### src/pkg/sac_regs.svh
// constants of the converter control block
// Overview of operation
// - converter clock is cpu clock divided by 16, 8, 1 or 2 per select
// - sampling window lasts 1, 2, 4 or 8 converter clocks per select
// - resolution 8 bits for 00, 10 bits for 01, 12 bits for 1x
// - conversion takes sample window plus resolution plus two converter clocks
// - one successive-approximation decision per converter clock period
// - writing one to start begins a conversion of the selected input
// - done flag is low while converting and high when finished
// - interrupt on done rising edge when enabled and global enable set
// - high reference is external pin, or supply, 4 V, 3 V, 2 V
// - input chosen only with gate set; eleven pins, quarter supply, else none
// - pin becomes pure analog when its config bit or config reg bit set
// - result is up to twelve bits wide
`ifndef SAC_REGS_SVH
`define SAC_REGS_SVH
`define SAC_RES_W        12
`define SAC_DIV_W        4
`define SAC_EXTRA_CLKS   5'h02
`define SAC_CH_QUARTER   4'hB
`define SAC_NUM_PINS     11
`define SAC_REF_SUPPLY   2'h3
`define SAC_REF_4V       2'h2
`define SAC_REF_3V       2'h1
`define SAC_REF_2V       2'h0
`endif

### src/pkg/sac_pkg.sv
// types of the converter control block
package sac_pkg;
    typedef enum logic [2:0] {
        SAC_IDLE   = 3'b001,
        SAC_SAMPLE = 3'b010,
        SAC_CONV   = 3'b100
    } sac_state_type;

    typedef enum logic [2:0] {
        SAC_SEL_NONE = 3'b000,
        SAC_SEL_PIN  = 3'b001,
        SAC_SEL_QUAR = 3'b010
    } sac_src_type;

    typedef enum logic [2:0] {
        SAC_RSRC_EXT = 3'b000,
        SAC_RSRC_VDD = 3'b001,
        SAC_RSRC_4V  = 3'b010,
        SAC_RSRC_3V  = 3'b011,
        SAC_RSRC_2V  = 3'b100
    } sac_ref_type;
endpackage : sac_pkg

### src/sac_clkdiv.sv
// converter clock tick generator from the cpu clock
`timescale 1ns/10ps
`include "sac_regs.svh"
module sac_clkdiv
    import sac_pkg::*;
(
    input  wire logic       ref_clk,      // cpu clock
    input  wire logic       rstn,         // async reset, active low
    input  wire logic       run,          // count only while converting
    input  wire logic [1:0] div_sel,      // divider select
    output logic            tick          // one cpu cycle per converter clock
);
    logic [`SAC_DIV_W-1:0] cnt;
    logic [`SAC_DIV_W-1:0] last;

    always_comb begin
        unique case (div_sel)
            2'b00: last = 4'hF;
            2'b01: last = 4'h7;
            2'b10: last = 4'h0;
            2'b11: last = 4'h1;
        endcase
    end

    assign tick = run && (cnt >= last);

    always_ff @(posedge ref_clk or negedge rstn) begin
        if (!rstn) begin
            cnt <= 4'h0;
        end else if (!run || tick) begin
            cnt <= 4'h0;
        end else begin
            cnt <= cnt + 4'h1;
        end
    end
endmodule : sac_clkdiv

### src/sac_control.sv
// successive-approximation converter control top
`timescale 1ns/10ps
`include "sac_regs.svh"
module sac_control
    import sac_pkg::*;
#(
    parameter int RES_W = `SAC_RES_W
)
(
    input  wire logic              ref_clk,                // cpu clock, 10 MHz
    input  wire logic              rstn,                   // async reset, active low
    input  wire logic              converter_power_enable, // analog bias on
    input  wire logic              start_set,              // firmware writes one to start
    input  wire logic [1:0]        adc_clk_div_sel,        // converter clock divider
    input  wire logic [1:0]        sample_width_sel,       // sampling window select
    input  wire logic [1:0]        resolution_sel,         // result bit number select
    input  wire logic              external_ref_select,    // external high reference
    input  wire logic [1:0]        internal_ref_level,     // internal reference level
    input  wire logic              global_channel_gate,    // allows any input
    input  wire logic [3:0]        channel_select,         // input channel
    input  wire logic [7:0]        pin_analog_config,      // pure analog for pins 0..7
    input  wire logic [6:4]        adc_config_reg,         // pure analog for pins 8..10
    input  wire logic              converter_irq_enable,   // converter interrupt enable
    input  wire logic              global_irq_enable,      // global interrupt enable
    input  wire logic              comparator_out,         // analog comparator decision
    output logic                   start_bit,              // start bit readback
    output logic                   conversion_done,        // end of conversion flag
    output logic                   converter_irq,          // one-cycle interrupt request
    output logic [RES_W-1:0]       result,                 // conversion result
    output logic [RES_W-1:0]       dac_code,               // trial code to analog array
    output logic                   sample_hold,            // sampling switch closed
    output logic [`SAC_NUM_PINS-1:0] pin_connect,          // analog mux pin select
    output logic                   quarter_supply_connect, // quarter supply selected
    output sac_ref_type            high_ref_control,       // chosen high reference
    output logic [`SAC_NUM_PINS-1:0] pin_digital_disable   // digital path off per pin
);
    // the bit counter and the resolution decode serve a twelve-bit array only
    if (RES_W != 12) begin : g_res_w_check
        $error("sac_control: RES_W must be 12");
    end

    sac_state_type           state;
    logic                    tick;
    logic [3:0]              samp_cnt;
    logic [3:0]              samp_last;
    logic [3:0]              bit_idx;
    logic [3:0]              lsb_idx;
    logic [1:0]              tail_cnt;
    logic                    done_q;

    sac_clkdiv u_div (
        .ref_clk (ref_clk),
        .rstn    (rstn),
        .run     (state != SAC_IDLE),
        .div_sel (adc_clk_div_sel),
        .tick    (tick)
    );

    always_comb begin
        unique case (sample_width_sel)
            2'b00: samp_last = 4'h0;
            2'b01: samp_last = 4'h1;
            2'b10: samp_last = 4'h3;
            2'b11: samp_last = 4'h7;
        endcase
    end

    // lowest bit resolved: 8 bits stop at 4, 10 at 2, 12 at 0
    always_comb begin
        if (resolution_sel[1]) lsb_idx = 4'h0;
        else if (resolution_sel[0]) lsb_idx = 4'h2;
        else lsb_idx = 4'h4;
    end

    // start bit set by firmware, cleared when the conversion begins
    always_ff @(posedge ref_clk or negedge rstn) begin
        if (!rstn) begin
            start_bit <= 1'b0;
        end else if (start_set) begin
            start_bit <= 1'b1;
        end else if (state == SAC_IDLE && start_bit && converter_power_enable) begin
            start_bit <= 1'b0;
        end
    end

    // sequence: sample window, bit decisions, two trailing clocks
    always_ff @(posedge ref_clk or negedge rstn) begin
        if (!rstn) begin
            state    <= SAC_IDLE;
            samp_cnt <= 4'h0;
            bit_idx  <= 4'h0;
            tail_cnt <= 2'h0;
            dac_code <= '0;
        end else begin
            unique case (state)
                SAC_IDLE: begin
                    if (start_bit && converter_power_enable) begin
                        state    <= SAC_SAMPLE;
                        samp_cnt <= 4'h0;
                    end
                end
                SAC_SAMPLE: begin
                    if (tick) begin
                        if (samp_cnt == samp_last) begin
                            state    <= SAC_CONV;
                            bit_idx  <= 4'(RES_W - 1);
                            tail_cnt <= 2'h0;
                            dac_code <= {1'b1, {(RES_W-1){1'b0}}};
                        end else begin
                            samp_cnt <= samp_cnt + 4'h1;
                        end
                    end
                end
                SAC_CONV: begin
                    if (tick) begin
                        if (bit_idx != 4'hF) begin
                            // keep or drop the trial bit, try the next one
                            dac_code[bit_idx] <= comparator_out;
                            if (bit_idx == lsb_idx) begin
                                bit_idx <= 4'hF;
                            end else begin
                                dac_code[bit_idx - 4'h1] <= 1'b1;
                                bit_idx <= bit_idx - 4'h1;
                            end
                        end else if (tail_cnt == 2'(`SAC_EXTRA_CLKS - 5'h01)) begin
                            state <= SAC_IDLE;
                        end else begin
                            tail_cnt <= tail_cnt + 2'h1;
                        end
                    end
                end
                default: state <= SAC_IDLE;
            endcase
        end
    end

    assign sample_hold = (state == SAC_SAMPLE);

    // done flag and result
    always_ff @(posedge ref_clk or negedge rstn) begin
        if (!rstn) begin
            conversion_done <= 1'b1;
            result          <= '0;
        end else if (state == SAC_IDLE && start_bit && converter_power_enable) begin
            conversion_done <= 1'b0;
        end else if (state == SAC_CONV && tick && bit_idx == 4'hF
                     && tail_cnt == 2'(`SAC_EXTRA_CLKS - 5'h01)) begin
            conversion_done <= 1'b1;
            result          <= dac_code;
        end
    end

    // interrupt on low-to-high of the done flag
    always_ff @(posedge ref_clk or negedge rstn) begin
        if (!rstn) begin
            done_q        <= 1'b1;
            converter_irq <= 1'b0;
        end else begin
            done_q        <= conversion_done;
            converter_irq <= conversion_done && !done_q
                             && converter_irq_enable && global_irq_enable;
        end
    end

    // reference and input selection
    always_ff @(posedge ref_clk or negedge rstn) begin
        if (!rstn) begin
            high_ref_control       <= SAC_RSRC_2V;
            pin_connect            <= '0;
            quarter_supply_connect <= 1'b0;
            pin_digital_disable    <= '0;
        end else begin
            if (external_ref_select) high_ref_control <= SAC_RSRC_EXT;
            else begin
                unique case (internal_ref_level)
                    `SAC_REF_SUPPLY: high_ref_control <= SAC_RSRC_VDD;
                    `SAC_REF_4V:     high_ref_control <= SAC_RSRC_4V;
                    `SAC_REF_3V:     high_ref_control <= SAC_RSRC_3V;
                    `SAC_REF_2V:     high_ref_control <= SAC_RSRC_2V;
                endcase
            end
            pin_connect <= '0;
            if (global_channel_gate && channel_select < `SAC_CH_QUARTER)
                pin_connect[channel_select] <= 1'b1;
            quarter_supply_connect <= global_channel_gate
                                      && channel_select == `SAC_CH_QUARTER;
            pin_digital_disable <= {adc_config_reg, pin_analog_config};
        end
    end
endmodule : sac_control

### config.mk
export PLATFORM = sky130hd
export DESIGN_NAME = sac_control
export DESIGN_NICKNAME = d
export VERILOG_FILES = /design/src/pkg/sac_pkg.sv /design/src/sac_clkdiv.sv /design/src/sac_control.sv
export VERILOG_INCLUDE_DIRS = /design/src /design/src/pkg
export SDC_FILE = /design/constraint.sdc
export NUM_CORES = 1
export LEC_CHECK = 0
export ABC_CLOCK_PERIOD_IN_PS = 3460
export BUFFER_PORTS_ARGS = -buffer_cell sky130_fd_sc_hd__clkbuf_2
export CAP_MARGIN = 40
export CORE_MARGIN = 3
export CORE_UTILIZATION = 46
export DETAILED_ROUTE_END_ITERATION = 16
export PLACE_DENSITY = 0.73
export SETUP_SLACK_MARGIN = 0.05
export SYNTH_ARGS = -nofsm -noshare
export SYNTH_HDL_FRONTEND = slang
export SYNTH_SLANG_ARGS = --single-unit
### constraint.sdc
create_clock -name ref_clk -period 3.46 [get_ports ref_clk]
set_input_delay 0.692 -clock ref_clk [delete_from_list [all_inputs] [get_ports ref_clk]]
set_output_delay 0.692 -clock ref_clk [all_outputs]
set_load 0.02 [all_outputs]
==> results.md <==
* Status: finished clean
* Post-synthesis simple-gate area fraction at 16.4%
* CTS buffer count at 9
* Number of port buffers at 85
* Post-synth top area cell: dfrtp_1
* Final Non-Filler Cells at 480
* Number of synthesized register bits at 71
* Area Growth Syn to Fin at 21.1%
* Initial detailed-routing violation count at around 130
* Drt drc at 0
* Largest family of logic cells by synthesized area: simple AND/OR/NAND/NOR gates
* Worst Tran Pin Value at 0.679 ns
* Most common cell in the netlist: dfrtp_1
* Yosys Warn Count at 0
* CTS Sinks at 71
* Routability cong. at 0.807
* Minimum clock period at between 2 and 2.5 ns
* Filler instances at 639
* Clock Latency Late Sink at between 0.3 and 0.4 ns
* Fin. Hold Viols at 0
* Clock skew at 0.00614 ns
* Sum of negative setup slack at 0 ns
* Layout cell share with drive strength beyond 1 at 35.9%
* Post-cts sizing count at 0
* Post-synthesis async set-or-reset flop share at 100%
* Worst setup margin at 1.02 ns
* Final wirelength at 7130 um
* Rel. slew slack at between 50% and 60%
* HP Class: in2async
* Total power at 2.18 mW
* Compound-gate portion of the synthesized area at 11.9%
* Post-synthesis mux area share at under 10%
* RSZ-0062 raised after global routing: no
* Tcrit/Tclk final at a little over two thirds
* Commonest cells in the netlist: dfrtp_1, nand2_1, nor2_1
* WS Path Type: in2reg
* Worst-path clk slew at roughly 0.080 ns
* Adder-Cell Fraction of Synth Area at 5.16%
* Max Root-Sink Buffers at 2
* Crit end category: register
* Dominant synthesized flop cell: dfrtp_1
* IO Pins at 86
* Cell area after synthesis at about 3400 um^2
* Top cells by area, synth: dfrtp_1, ha_1, mux2i_1, mux2_4, dfstp_2
* Leakage power at about 2.1 nW
* WL met2 at roughly 3400 um
* Syn Area/Cell at 11.7 um^2
* Post-Syn Instances at between 200 and 300
* Worst VDD drop at 0.257 mV
* Netlist cell types at 60
* Sequential share of the synthesized area at a little over half
* Fin area at ~4100 um^2
* Vias at 2539
* Max Used Layer: met4
* Crit-path max FO at 13
* Chip height at 91.9 um
* Max-slew violations at 0
* Initial Util at 48.7%
* Syn_nets at 337
* Vias in the first global route at 2592
* Die Area at 8450 um^2
* GRT Util Overall at a little under a fifth
* Max Clock Freq at just over 400 MHz
* Crit path DAT at 2.66 ns
* Post-route ant nets at 0
* Fin nets at 425
* Hold buffers post-CTS at 0
* Largest net degree at the start of global routing at 52
* First-pass GRT wire length at 12300 um
* Std cell rows at 30
* Vias per cell at around 5.3
* Root buffer cell: clkbuf_8
* Worst setup SP type: input port
* Cell count after placement at ~460
* Post-Route M1 WL at 3030 um
* Placed cell area at roughly 3900 um^2
* ANT cells at 0
* Worst R2R Setup Slack at approximately 1.2 ns
* # setup viols final at 0
* Top cell type's share of synthesized area at 49.4%
* Core Region at about 7000 um^2
* CTS tree: built
* Setup Buffers After CTS at 0
* CP required at approximately 3.7 ns
* Pre-CTS setup slack at 0.661 ns
* DR WL/cell at 14.8 um
* Max Cap Viol at 0
* WL met3 at 548 um
* Post-synth EDFFs at 0
* Initial antenna violation count at 0
* DP HPWL at roughly 5200 um
* Die W at 91.9 um
* DRT Pass-1 Iters at 4
* Post-Synth XOR/XNOR Area at 1.03%
* # H-tree levels at 3
* Power per cell area at 531 nW/um^2
* Remaining global-route overflow at 0
[worst max-delay path, stage by stage]
cell and delay, ns:
clkbuf_2 0.11, or2_2 0.29, ha_1 0.27, o21a_2 0.12, nor2_2 0.05, or2_4 0.30
nor3_4 0.18, buf_4 0.27, mux2_2 0.37
[cell families after synthesis]
family / Yosys count
fa+ha+maj: 14
simple gates: 101
mux: 27
xor+xnor: 4
buf+inv: 23
flops: 71
compound gates: 51
[flip-flops by register name (all words and copies together) (netlist names)]
signal and flops:
bit_idx 4, conversion_done 1, converter_irq 1, dac_code 12, done_q 1, high_ref_control 3
pin_connect 11, pin_digital_disable 11, quarter_supply_connect 1, result 12, samp_cnt 4, start_bit 1
state 3, tail_cnt 2, u_div.cnt 4
[layer usage]
metal	up-vias	track usage (%)
met5	-	0
met4	0	5.45
met3	7	6.81
met2	71	29.1
met1	1248	22.6
li1	1213	-
[cell usage in the layout, fill, tap and decap left out, drive strengths merged, types with 2 or more instances in the layout]
cell type and count:
clkbuf 93, dfrtp 67, nor2 25, nand2 24, o21ai 17, mux2i 15, ha 14, inv 13
mux2 12, nor3 11, a22o 9, nand3 7, nand4 6, nand2b 6, a21o 6, buf 5
nor2b 4, dfstp 4, or2 4, xnor2 3, a32oi 3, nand3b 2, a22oi 2, a211o 2
a21boi 2, o22a 2, clkinvlp 2, clkinv 2, o21a 2, nor3b 2, or3 2
[stage by stage]
stage / hold slack, ns / util (%)
final: 0.312 / 58.9
after CTS: 0.308 / 58.9
after global routing: 0.320 / 58.9
after floorplan: 0.396 / -
after global placement: 0.383 / 55.6
after detailed placement: 0.384 / 56.0
[where the power goes]
group | switching [mW] | internal [mW] | leakage [nW] | total (mW)
Sequential | 0.102 | 0.909 | 0.916 | 1.01
Clock | 0.328 | 0.340 | 0.0964 | 0.668
Combinational | 0.297 | 0.209 | 1.11 | 0.506
[path summary, 6_finish.rpt]
check | start | to | cells after the start
setup / recovery | adc_clk_div_sel[1] | result[0]$_DFFE_PN0P_ | 9
hold / removal | rstn | result[3]$_DFFE_PN0P_ | 2
setup reg to reg | u_div.cnt[0]$_DFF_PN0_ | result[6]$_DFFE_PN0P_ | 8
hold reg to reg | conversion_done$_DFFE_PN1P_ | done_q$_DFF_PN1_ | 0
max in group asynchronous | rstn | conversion_done$_DFFE_PN1P_ | 3
min in group ref_clk | conversion_done$_DFFE_PN1P_ | done_q$_DFF_PN1_ | 0
[layout make-up]
type / instances / area [um^2] / share of cell area [%]
sequential: 71 / 1780 / 43.3
multi-input combinational: 197 / 1490 / 36.2
timing repair buffer: 89 / 475 / 11.6
clock buffer: 9 / 124 / 3.01
tap: 96 / 120 / 2.92
clock inverter: 7 / 80.1 / 1.95
inverter: 11 / 41.3 / 1.00
(Power assumes the default switching activity.)
